$ cat src/logic/dcx_map.svh
`ifndef DCX_MAP_SVH
`define DCX_MAP_SVH
// ****************************************************************
// Register byte offsets
// ****************************************************************
`define DCX_OFF_HCS 8'h00
`define DCX_OFF_SEL 8'h04
`define DCX_OFF_XFER 8'h08
`define DCX_OFF_EMC 8'h0C
`define DCX_OFF_FSR 8'h10
// ****************************************************************
// Field positions
// ****************************************************************
`define DCX_HCS_DBGEN_BIT 0
`define DCX_HCS_HALT_BIT 1
`define DCX_HCS_HALTED_BIT 16
`define DCX_HCS_READY_BIT 17
`define DCX_SEL_DIR_BIT 16
`define DCX_EMC_WTE_BIT 24
`define DCX_EMC_HFC_BIT 10
`define DCX_EMC_RVC_BIT 0
`define DCX_FSR_HALTED_BIT 0
`define DCX_FSR_VCATCH_BIT 3
// ****************************************************************
// Reset values
// ****************************************************************
`define DCX_EMC_RESET 32'h00000000
// ****************************************************************
// Selector codes
// ****************************************************************
`define DCX_CODE_RESUME 5'h0F
`define DCX_CODE_LAST_SEQ 5'h12
`define DCX_CODE_CTRL 5'h14
`endif

$ cat src/logic/dcx_pkg.sv
package dcx_pkg;
  // ****************************************************************
  // Carriers
  // ****************************************************************
  typedef struct packed {
    logic en;
    logic [7:0] addr;
    logic [31:0] data;
  } dcx_reg_wr_t;

  typedef struct packed {
    logic req;
    logic write;
    logic [4:0] sel;
    logic [31:0] wdata;
  } dcx_core_req_t;

  typedef enum logic [1:0] {DCX_XF_IDLE, DCX_XF_BUSY, DCX_XF_LOCAL} dcx_xfer_state_t;

  // ****************************************************************
  // Module state
  // ****************************************************************
  typedef struct packed {
    logic pend;
    logic write;
    logic [7:0] addr;
    logic rdWait;
    logic [31:0] hrdata;
  } dcx_ahb_state_t;

  typedef struct packed {
    logic pending;
    logic catchHalt;
  } dcx_vc_state_t;

  typedef struct packed {
    dcx_xfer_state_t xfer;
    logic debugEnable;
    logic haltReq;
    logic regReady;
    logic xferDir;
    logic [4:0] selCode;
    logic [31:0] xferWord;
    logic watchTraceEnable;
    logic hardFaultCatch;
    logic resetVectorCatch;
    logic [31:0] resumeAddress;
    logic haltedSeen;
    logic faultHalted;
    logic faultVcatch;
    logic resumeStrobe;
    logic [31:0] resumePc;
    dcx_core_req_t core;
  } dcx_main_state_t;
endpackage

$ cat src/logic/dcx_ahb_slave.sv
`timescale 1ns/1ps
`default_nettype none
module dcx_ahb_slave
  import dcx_pkg::*;
(
  input wire logic ref_clk,
  input wire logic rstn,
  input wire logic hsel,
  input wire logic [31:0] haddr,
  input wire logic [1:0] htrans,
  input wire logic hwrite,
  input wire logic [2:0] hsize,
  input wire logic [31:0] hwdata,
  input wire logic hready,
  output logic hreadyout,
  output logic hresp,
  output logic [31:0] hrdata,
  output dcx_pkg::dcx_reg_wr_t wr,
  output logic [7:0] rdAddr,
  input wire logic [31:0] rdData
);
  import dcx_pkg::*;

  dcx_ahb_state_t s;
  dcx_ahb_state_t next_s;
  logic unusedBits;

  // ****************************************************************
  // Bus phases
  // ****************************************************************
  // Reads take one wait state so that a write in the previous data
  // phase is already committed when the read value is sampled.
  always_comb
  begin
    next_s = s;
    if (s.pend && !s.rdWait)
      next_s.pend = 1'b0;
    if (s.rdWait)
    begin
      next_s.hrdata = rdData;
      next_s.rdWait = 1'b0;
    end
    if (hsel && htrans[1] && hready)
    begin
      next_s.pend = 1'b1;
      next_s.write = hwrite;
      next_s.addr = haddr[7:0];
      next_s.rdWait = !hwrite;
    end
  end

  always_ff @(posedge ref_clk or negedge rstn)
  begin
    if (!rstn)
      s <= '0;
    else
      s <= next_s;
  end

  assign hreadyout = !s.rdWait;
  assign hresp = 1'b0;
  assign hrdata = s.hrdata;
  assign wr.en = s.pend && s.write;
  assign wr.addr = s.addr;
  assign wr.data = hwdata;
  assign rdAddr = s.addr;
  assign unusedBits = ^{haddr[31:8], hsize};
endmodule // dcx_ahb_slave
`default_nettype wire

$ cat src/logic/dcx_vector_catch.sv
`timescale 1ns/1ps
`default_nettype none
module dcx_vector_catch
  import dcx_pkg::*;
(
  input wire logic ref_clk,
  input wire logic rstn,
  input wire logic debugEnable,
  input wire logic hardFaultCatch,
  input wire logic resetVectorCatch,
  input wire logic excEnter,
  input wire logic excIsHardFault,
  input wire logic localReset,
  input wire logic excEntryBusy,
  output logic catchHalt
);
  import dcx_pkg::*;

  dcx_vc_state_t s;
  dcx_vc_state_t next_s;
  logic match;

  // ****************************************************************
  // Catch detection
  // ****************************************************************
  always_comb
  begin
    match = debugEnable &&
      ((excEnter && excIsHardFault && hardFaultCatch) ||
      (localReset && resetVectorCatch));
    next_s = s;
    next_s.catchHalt = 1'b0;
    if (match)
      next_s.pending = 1'b1;
    // Late or derived entries keep the busy flag up; wait them out
    if (s.pending && !excEntryBusy && !match)
    begin
      next_s.pending = 1'b0;
      next_s.catchHalt = 1'b1;
    end
    if (!debugEnable)
      next_s.pending = 1'b0;
  end

  always_ff @(posedge ref_clk or negedge rstn)
  begin
    if (!rstn)
      s <= '0;
    else
      s <= next_s;
  end

  assign catchHalt = s.catchHalt;
endmodule // dcx_vector_catch
`default_nettype wire

$ cat src/logic/dcx_core_xfer.sv
// Chosen here: the register addresses and the AHB-Lite slave port.
`timescale 1ns/1ps
`default_nettype none
`include "dcx_map.svh"
module dcx_core_xfer
  import dcx_pkg::*;
(
  input wire logic ref_clk,
  input wire logic rstn,
  input wire logic hsel,
  input wire logic [31:0] haddr,
  input wire logic [1:0] htrans,
  input wire logic hwrite,
  input wire logic [2:0] hsize,
  input wire logic [31:0] hwdata,
  input wire logic hready,
  output logic hreadyout,
  output logic hresp,
  output logic [31:0] hrdata,
  input wire logic coreHalted,
  input wire logic [31:0] haltPc,
  output dcx_pkg::dcx_core_req_t coreReq,
  input wire logic coreRegAck,
  input wire logic [31:0] coreRegRdata,
  input wire logic excEnter,
  input wire logic excIsHardFault,
  input wire logic excEntryBusy,
  input wire logic localReset,
  output logic debugHalt,
  output logic watchTraceEnable,
  output logic resumeStrobe,
  output logic [31:0] resumePc
);
  import dcx_pkg::*;

  dcx_main_state_t s;
  dcx_main_state_t next_s;
  dcx_reg_wr_t wr;
  logic [7:0] rdAddr;
  logic [31:0] rdData;
  logic catchHalt;
  logic selValid;
  logic [4:0] wrCode;
  logic haltNow;
  logic haltNext;
  logic haltEntry;

  // ****************************************************************
  // Bus slave and catch logic
  // ****************************************************************
  dcx_ahb_slave u_bus (
    .ref_clk(ref_clk),
    .rstn(rstn),
    .hsel(hsel),
    .haddr(haddr),
    .htrans(htrans),
    .hwrite(hwrite),
    .hsize(hsize),
    .hwdata(hwdata),
    .hready(hready),
    .hreadyout(hreadyout),
    .hresp(hresp),
    .hrdata(hrdata),
    .wr(wr),
    .rdAddr(rdAddr),
    .rdData(rdData)
  );

  dcx_vector_catch u_catch (
    .ref_clk(ref_clk),
    .rstn(rstn),
    .debugEnable(s.debugEnable),
    .hardFaultCatch(s.hardFaultCatch),
    .resetVectorCatch(s.resetVectorCatch),
    .excEnter(excEnter),
    .excIsHardFault(excIsHardFault),
    .localReset(localReset),
    .excEntryBusy(excEntryBusy),
    .catchHalt(catchHalt)
  );

  // ****************************************************************
  // Selector decode
  // ****************************************************************
  assign wrCode = wr.data[4:0];
  // Codes above the stack pointers, except the control code, are
  // reserved; such a selector write is dropped whole
  assign selValid = (wrCode <= `DCX_CODE_LAST_SEQ) ||
    (wrCode == `DCX_CODE_CTRL);

  // ****************************************************************
  // Next state
  // ****************************************************************
  // Halt entry is the rising edge of the core's halted level; the
  // edge flop resets low like the level, so reset makes no false edge
  assign haltEntry = coreHalted && !s.haltedSeen;

  always_comb
  begin
    next_s = s;
    next_s.resumeStrobe = 1'b0;
    next_s.haltedSeen = coreHalted;
    // Capture where the core stopped; bit 0 is always zero
    if (haltEntry)
    begin
      next_s.resumeAddress = {haltPc[31:1], 1'b0};
      next_s.faultHalted = 1'b1;
    end

    // Transfer engine
    unique case (s.xfer)
      DCX_XF_IDLE:
      begin
        // Waits for an accepted selector write
      end
      DCX_XF_BUSY:
      begin
        if (coreRegAck)
        begin
          next_s.core.req = 1'b0;
          if (!s.xferDir)
            next_s.xferWord = coreRegRdata;
          next_s.regReady = 1'b1;
          next_s.xfer = DCX_XF_IDLE;
        end
      end
      DCX_XF_LOCAL:
      begin
        // The resume address lives here, not in the core
        if (s.xferDir)
          next_s.resumeAddress = {s.xferWord[31:1], 1'b0};
        else
          next_s.xferWord = s.resumeAddress;
        next_s.regReady = 1'b1;
        next_s.xfer = DCX_XF_IDLE;
      end
    endcase

    // Register writes
    if (wr.en)
    begin
      case (wr.addr)
        `DCX_OFF_HCS:
        begin
          next_s.debugEnable = wr.data[`DCX_HCS_DBGEN_BIT];
          next_s.haltReq = wr.data[`DCX_HCS_HALT_BIT];
        end
        `DCX_OFF_SEL:
        begin
          // Only a halted core with no transfer in flight takes one
          if (coreHalted && s.xfer == DCX_XF_IDLE && selValid)
          begin
            next_s.selCode = wrCode;
            next_s.xferDir = wr.data[`DCX_SEL_DIR_BIT];
            next_s.regReady = 1'b0;
            if (wrCode == `DCX_CODE_RESUME)
              next_s.xfer = DCX_XF_LOCAL;
            else
            begin
              // Whole word passes, so all status bits reach the core
              next_s.core.req = 1'b1;
              next_s.core.write = wr.data[`DCX_SEL_DIR_BIT];
              next_s.core.sel = wrCode;
              next_s.core.wdata = s.xferWord;
              next_s.xfer = DCX_XF_BUSY;
            end
          end
        end
        `DCX_OFF_XFER:
        begin
          // Held steady only while a transfer owns the word; after
          // power-on ready is low, yet the first load must land
          if (s.xfer == DCX_XF_IDLE)
            next_s.xferWord = wr.data;
        end
        `DCX_OFF_EMC:
        begin
          next_s.watchTraceEnable = wr.data[`DCX_EMC_WTE_BIT];
          next_s.hardFaultCatch = wr.data[`DCX_EMC_HFC_BIT];
          next_s.resetVectorCatch = wr.data[`DCX_EMC_RVC_BIT];
        end
        `DCX_OFF_FSR:
        begin
          if (wr.data[`DCX_FSR_HALTED_BIT])
            next_s.faultHalted = 1'b0;
          if (wr.data[`DCX_FSR_VCATCH_BIT])
            next_s.faultVcatch = 1'b0;
        end
        default:
        begin
        end
      endcase
    end

    // Hardware events win over software clears
    if (haltEntry)
      next_s.faultHalted = 1'b1;
    // A catch that meets debug being switched off is dropped
    if (catchHalt && next_s.debugEnable)
    begin
      next_s.haltReq = 1'b1;
      next_s.faultVcatch = 1'b1;
    end

    // Local reset beats a same-cycle write of the enable
    if (localReset)
      next_s.watchTraceEnable = 1'b0;

    // Leaving debug state restarts at the resume address
    if (haltNow && !(next_s.haltReq && next_s.debugEnable) && coreHalted)
    begin
      next_s.resumeStrobe = 1'b1;
      next_s.resumePc = next_s.resumeAddress;
    end
  end

  assign haltNow = s.haltReq && s.debugEnable;
  assign haltNext = haltNow;

  // ****************************************************************
  // State register
  // ****************************************************************
  // Power-on reset zeroes everything, control register included
  always_ff @(posedge ref_clk or negedge rstn)
  begin
    if (!rstn)
      s <= '0;
    else
      s <= next_s;
  end

  // ****************************************************************
  // Read mux
  // ****************************************************************
  // Reserved fields and unmapped offsets read as zero
  always_comb
  begin
    rdData = '0;
    case (rdAddr)
      `DCX_OFF_HCS:
      begin
        rdData[`DCX_HCS_DBGEN_BIT] = s.debugEnable;
        rdData[`DCX_HCS_HALT_BIT] = s.haltReq;
        rdData[`DCX_HCS_HALTED_BIT] = coreHalted;
        rdData[`DCX_HCS_READY_BIT] = s.regReady;
      end
      `DCX_OFF_SEL:
      begin
        rdData[4:0] = s.selCode;
        rdData[`DCX_SEL_DIR_BIT] = s.xferDir;
      end
      `DCX_OFF_XFER:
        // Last transfer or load; meaningless while ready is low
        rdData = s.xferWord;
      `DCX_OFF_EMC:
      begin
        rdData[`DCX_EMC_WTE_BIT] = s.watchTraceEnable;
        rdData[`DCX_EMC_HFC_BIT] = s.hardFaultCatch;
        rdData[`DCX_EMC_RVC_BIT] = s.resetVectorCatch;
      end
      `DCX_OFF_FSR:
      begin
        rdData[`DCX_FSR_HALTED_BIT] = s.faultHalted;
        rdData[`DCX_FSR_VCATCH_BIT] = s.faultVcatch;
      end
      default:
      begin
      end
    endcase
  end

  // ****************************************************************
  // Outputs
  // ****************************************************************
  assign coreReq = s.core;
  // AND of the haltReq and debugEnable flops, with no flop of its own
  assign debugHalt = haltNext;
  // The trace unit must treat its own reads as undefined when low
  assign watchTraceEnable = s.watchTraceEnable;
  assign resumeStrobe = s.resumeStrobe;
  assign resumePc = s.resumePc;
endmodule // dcx_core_xfer
`default_nettype wire

$ cat config.mk
export PLATFORM = sky130hd
export DESIGN_NAME = dcx_core_xfer
export DESIGN_NICKNAME = d
export VERILOG_FILES = /design/src/logic/dcx_pkg.sv /design/src/logic/dcx_ahb_slave.sv /design/src/logic/dcx_vector_catch.sv /design/src/logic/dcx_core_xfer.sv
export VERILOG_INCLUDE_DIRS = /design/src /design/src/logic
export SDC_FILE = /design/constraint.sdc
export NUM_CORES = 1
export LEC_CHECK = 0
export BUFFER_PORTS_ARGS = -buffer_cell sky130_fd_sc_hd__buf_2
export CORE_ASPECT_RATIO = 1.25
export CORE_MARGIN = 2
export CORE_UTILIZATION = 45
export CTS_BUF_LIST = sky130_fd_sc_hd__clkbuf_8
export CTS_CLUSTER_DIAMETER = 150
export DETAILED_ROUTE_END_ITERATION = 8
export PLACE_DENSITY_LB_ADDON = 0.3
export SETUP_SLACK_MARGIN = 0.3
export SLEW_MARGIN = 5
export SYNTH_ARGS = -nofsm -noshare
export SYNTH_HDL_FRONTEND = slang
export SYNTH_HIERARCHICAL = 1
export SYNTH_SLANG_ARGS = --single-unit
$ cat constraint.sdc
create_clock -name ref_clk -period 3.8 [get_ports ref_clk]
set_clock_uncertainty 0.2 [all_clocks]
set_input_delay 0.57 -clock ref_clk [delete_from_list [all_inputs] [get_ports ref_clk]]
set_output_delay 0.57 -clock ref_clk [all_outputs]
set_load 0.1 [all_outputs]
Word-level counts from Yosys, hierarchy flattened
Index checks and enable logic that the tools add are counted.
{"block": "totals", "regBits": 198, "latchBits": 0, "mem_bits_rw": 0, "rom_bits": 0, "in_bits": 144, "output_inout_bits": 108, "word_cells": 132, "memories": 0}
{"block": "classes", "add_sub_neg": 0, "mul": 0, "n_div": 0, "n_lt_le_gt_ge": 1, "eq_ne": 9, "n_shift": 0, "mux": 55, "bitwise": 1, "n_reduce_logical": 39}
{"cell": "$mux 32", "n": 8}
{"cell": "$mux 39", "n": 4}
{"cell": "$pmux 32 s2", "n": 1}
{"cell": "$mux 46", "n": 1}
{"cell": "$mux 33", "n": 1}
{"cell": "$mux 7", "n": 3}
{"cell": "$logic_and 1x1->1", "n": 18}
{"cell": "$eq 8x4->1 const B", "n": 2}
{"cell": "$mux 2", "n": 8}
{"cell": "$mux 1", "n": 13}
{"cell": "$pmux 1 s2", "n": 6}
{"cell": "$reduce_bool 2->1", "n": 6}
{"cell": "$mux 11", "n": 1}
{"cell": "$mux 5", "n": 2}
{"cell": "$pmux 1 s3", "n": 3}
{"cell": "$eq 8x3->1 const B", "n": 1}
{"cell": "$eq 8x5->1 const B", "n": 1}
{"cell": "$logic_not 8->1", "n": 1}
{"cell": "$logic_not 1->1", "n": 6}
{"cell": "$mux 6", "n": 1}
{"cell": "$reduce_and 3->1", "n": 2}
{"cell": "$eq 5x4->1 const B", "n": 1}
{"cell": "$eq 5x5->1 const B", "n": 1}
{"cell": "$le 5x5->1 const B", "n": 1}
{"cell": "11 further kinds", "n": 13}

Logic depth before layout (Yosys ltp)
{"block": "logic_depth", "depth_word": 13, "depth_mapped": 8, "mapped_depth_nobuf": 6}

Cells and area by module
The synthesis kept the hierarchy.
{"mod": "dcx_core_xfer", "instances": 1, "cells_per_inst": 693, "area_per_inst_um2": 7621.1, "seq_area_each_um2": 3828.7}
{"mod": "dcx_ahb_slave", "instances": 1, "cells_per_inst": 177, "area_per_inst_um2": 2398.6, "seq_area_each_um2": 1076.0}
{"mod": "dcx_vector_catch", "instances": 1, "cells_per_inst": 7, "area_per_inst_um2": 85.1, "seq_area_each_um2": 50.0}

Worst setup path before layout
OpenSTA, ideal clock, no wires.
{"block": "synth_path", "kind": "register -> register", "start": "reg u_bus.s, in the netlist u_bus/rdAddr[1]", "end": "reg s, in the netlist coreReq[32]", "arrival_time_ns": 2.405, "t_required_ns": 3.472, "slack_ns": 1.067, "stages_incl_launch_ff": 9, "path_buffers": 4, "synth_period_minus_slack_ns": 2.733, "path_cell_list": "dfrtp_1 -> buf_4 -> or4b_1 -> buf_2 -> or4_4 -> nor3_4 -> buf_6 -> buf_6 -> mux2_1"}
{"block": "synth_between", "elab_chain_len": 2}
{"element": "start: declaration", "line_no": "dcx_ahb_slave.sv:24", "text": "dcx_ahb_state_t s;"}
{"element": "start signal: assignment", "line_no": "dcx_ahb_slave.sv:57", "text": "s <= next_s;"}
{"element": "$eq 8x3->1", "line_no": "dcx_core_xfer.sv:142", "text": "case (wr.addr)"}
{"element": "$reduce_and 4->1 (no source line)"}
{"element": "end signal: assignment", "line_no": "dcx_core_xfer.sv:229", "text": "s <= next_s;"}
{"element": "end: declaration", "line_no": "dcx_core_xfer.sv:36", "text": "dcx_main_state_t s;"}
Every way passes these cells.
A chain may end at the register's enable or synchronous reset.

Final worst setup path
{"block": "layout_path", "start": "reg u_bus.s, in the netlist u_bus/rdAddr[4]", "end": "reg s, in the netlist coreReq[20]"}
Same word-level chain as after synthesis.

==> run_results.csv <==
group,metric,value,unit
floorplanning,chipHeight,172,um
sta,max_freq,0.343,GHz
floorplanning,coreArea,0.0221,mm2
drt,drc_errors,0,
drt,first_pass_iters,5,
setup_path,cp_data_arrival_time,3080,ps
drt,vias_per_cell,5.30,
setup_path,cp_slowest_stage_delay,620,ps
floorplanning,ios,252,
setup_path,crit_chain,"or4_1, or4_4, nor3_4, buf_4, mux2_2",
global_route,antenna_found_initial,0,
global_route,overflow,0,
logic_synthesis,ys_seq_elements,198,
sta,fin_crit,2910,ps
logic_synthesis,synth_edf_count,0,
floorplanning,dieArea,0.0237,mm2
clock_tree,cts_tree,"yes",
logic_synthesis,synth.most_common_cell,"dfrtp_1",
finish,num-fill-cells,2076,
setup_path,startpoint_type,"flip-flop",
setup_path,path_max_fanout,21,
logic_synthesis,synth.cell_area,0.0101,mm2
sta,period_share,0.766,
drt,first_iter_violations,403,
flow_run,cap_violations,0,
logic_synthesis,synth_top_area_frac,0.490,
sta,hold_viol_final,0,
pwr,leakage,5.46,nW
logic_synthesis,ys_warn_count,6,
logic_synthesis,syn_inst,877,
setup_path,cp.required,3970,ps
place,gp_routability_congestion,0.782,
clock_tree,post_cts_buffers,0,
sta,setup_viol,0,
logic_synthesis,async_flop_share,1.00,
drt,vias,6515,
clock_tree,cts_num_sinks,198,
pwr,p_total,4.43,mW
setup_path,cp_slowest_cell,"or4_1",
sta,slew_headroom,0.434,
logic_synthesis,synth_area_leaders,"dfrtp_1 (49%), buf_4 (11%), mux2_2 (8.2%)",
clock_tree,clockRootBuffer,"clkbuf_8",
global_route,grt_pass1_vias,6577,
worst_hold_path,hold_class,"in2reg",
setup_path,critical_path_class,"reg2reg",
global_route,grt.total_usage,0.210,
drt,route.detailed.wl_per_inst,20.1,um
drt,antenna_left,0,
logic_synthesis,synth.top_cells.by_count,"dfrtp_1 (198), buf_4 (154), mux2_2 (74), nor2_1 (48), nand2_1 (41)",
sta,tightest_slew,849,ps
status,status,"finished, final reports clean",
floorplanning,fp.dieW,138,um
pwr,peakVddDrop,0.220,mV
place,numPortBuffers,221,
place,dpl.hpwl,16500,um
logic_synthesis,synth_top_cell_by_area,"dfrtp_1",
logic_synthesis,synthFlopType,"dfrtp_1",
pwr,p_per_area,411,mW/mm2
logic_synthesis,synth.avg_cell_area,11.5,um2
sta,rsz0062_at_grt,"no",
global_route,grt_pass1_wl,38100,um
clock_tree,clkLatencyLatePin,480,ps
logic_synthesis,yosysUniqueCellTypes,48,
clock_tree,htree_levels,4,
clock_tree,clk_transition_reported_paths,120,ps
clock_tree,cts_buffers,17,
place,dp.cells,1196,
sta,final-max-slew-violation-count,0,
floorplanning,start_util,0.457,
finish,layout-drive-gt1-share,0.419,
sta,tns,0,ps
finish,layout.cells.non_filler,1229,
logic_synthesis,ys_seq_area_frac,0.490,
setup_path,crit_path_end_kind,"flip-flop",
setup_path,r2r_slack,890,ps
global_route,grt_start_max_net_pins,91,
logic_synthesis,syn_nets,1025,
finish,nets,1081,
finish,num_antenna_cells,0,
floorplanning,row_count,61,
finish,syn_to_final_growth,6.70,%
clock_tree,clockBufferDepth,2,
drt,postRouteWirelength,24700,um
registers in the layout, indices dropped and copies added (netlist names):
register,cells
s,80
coreReq,39
resumePc,32
u_bus/hrdata,32
u_bus/rdAddr,8
u_bus/s,3
resumeStrobe,1
u_catch/catchHalt,1
u_catch/s,1
watchTraceEnable,1
critical path, delay by kind of cell, from the launching register on:
family	cells	cell delay, ps
buf+inv	1	340
mux	1	370
simple gates	3	1340
flops	1	520
repair_timing:
item                      in CTS  in global routing
hold endpoints to repair      73                  0
resized for setup              0                  0
hold buffers                   1                  0
cell usage in the layout, fill, tap and decap left out, types with 2 or more instances in the layout:
| master | Yosys | final |
|---|---|---|
| ha_1 | 4 | 3 |
| mux2i_1 | 37 | 37 |
| nor4_1 | 3 | 3 |
| nor2b_4 | 0 | 2 |
| mux2_1 | 7 | 7 |
| o21ai_0 | 36 | 36 |
| nor3b_1 | 3 | 3 |
| nand4_1 | 5 | 5 |
| mux2_4 | 36 | 36 |
| inv_1 | 8 | 8 |
| buf_4 | 154 | 17 |
| inv_8 | 0 | 4 |
| clkbuf_8 | 0 | 18 |
| mux2_2 | 74 | 74 |
| nand2_1 | 41 | 41 |
| a22o_1 | 33 | 33 |
| and2_1 | 27 | 26 |
| o22a_1 | 2 | 2 |
| bufinv_16 | 0 | 2 |
| dfrtp_1 | 198 | 197 |
| inv_6 | 0 | 4 |
| nand2b_1 | 2 | 2 |
| clkinv_4 | 0 | 2 |
| nor2_1 | 48 | 48 |
| o21a_1 | 2 | 2 |
| a22oi_1 | 34 | 34 |
| clkinvlp_4 | 0 | 2 |
| nor2b_1 | 6 | 4 |
| a21oi_1 | 40 | 40 |
| or4_1 | 2 | 2 |
| nor3_1 | 4 | 4 |
| a21o_1 | 3 | 3 |
| buf_2 | 4 | 220 |
logic make-up after synthesis:
family / count (synthesis) / synth area share
flip-flops: 198 / 0.490
multiplexers: 155 / 0.183
adder cells (fa/ha/maj): 5 / 0.00594
buffers and inverters: 211 / 0.144
other: 1 / 0.000371
AO/OA/AOI/OAI: 156 / 0.102
AND/OR/NAND/NOR: 151 / 0.0748
routing by layer:
metal	wire, um	track usage	vias up
met5	0	0	-
met3	1120	0.0496	22
met2	12400	0.352	185
li1	-	-	3010
met4	382	0.0621	0
met1	10800	0.273	3298
worst paths after layout:
path                                 start          endpoint  cells past startpoint
hold reg to reg                coreReq[27]       coreReq[27]                      1
setup reg to reg           u_bus/rdAddr[4]       coreReq[20]                      5
max in group asynchronous             rstn      u_catch/s[1]                      3
hold / removal                  localReset  watchTraceEnable                      2
min in group asynchronous             rstn  u_bus/hrdata[11]                      2
setup / recovery           u_bus/rdAddr[4]       coreReq[20]                      5
report_power, final:
group | total, mW | leakage (nW) | switching [mW] | internal [mW]
combinational | 0.595 | 2.61 | 0.362 | 0.233
clock | 1.46 | 0.208 | 0.845 | 0.618
sequential | 2.37 | 2.64 | 0.126 | 2.24
metrics by stage:
stage / setup slack (ps) / hold WS, ps / cell area, um2 / util
final: 888 / 59.9 / 10800 / 0.487
after global placement: 930 / 252 / 10300 / 0.468
after floorplan: 1070 / 74.4 / 10100 / -
after global routing: 797 / 25.9 / 10800 / 0.487
after CTS: 885 / 20.3 / 10800 / 0.487
after detailed placement: 915 / 269 / 10300 / 0.468
area by class of cell:
type / instances / area, um2 / area share
clock buffers: 17 / 234 / 0.0217
clock inverters: 15 / 189 / 0.0175
inverters: 8 / 30.0 / 0.00279
multi-input cells: 468 / 3750 / 0.347
flip-flops and latches: 198 / 4960 / 0.460
well taps: 283 / 354 / 0.0328
repair buffers: 240 / 1270 / 0.118
No activity file was read; power rests on OpenSTA's default activity.
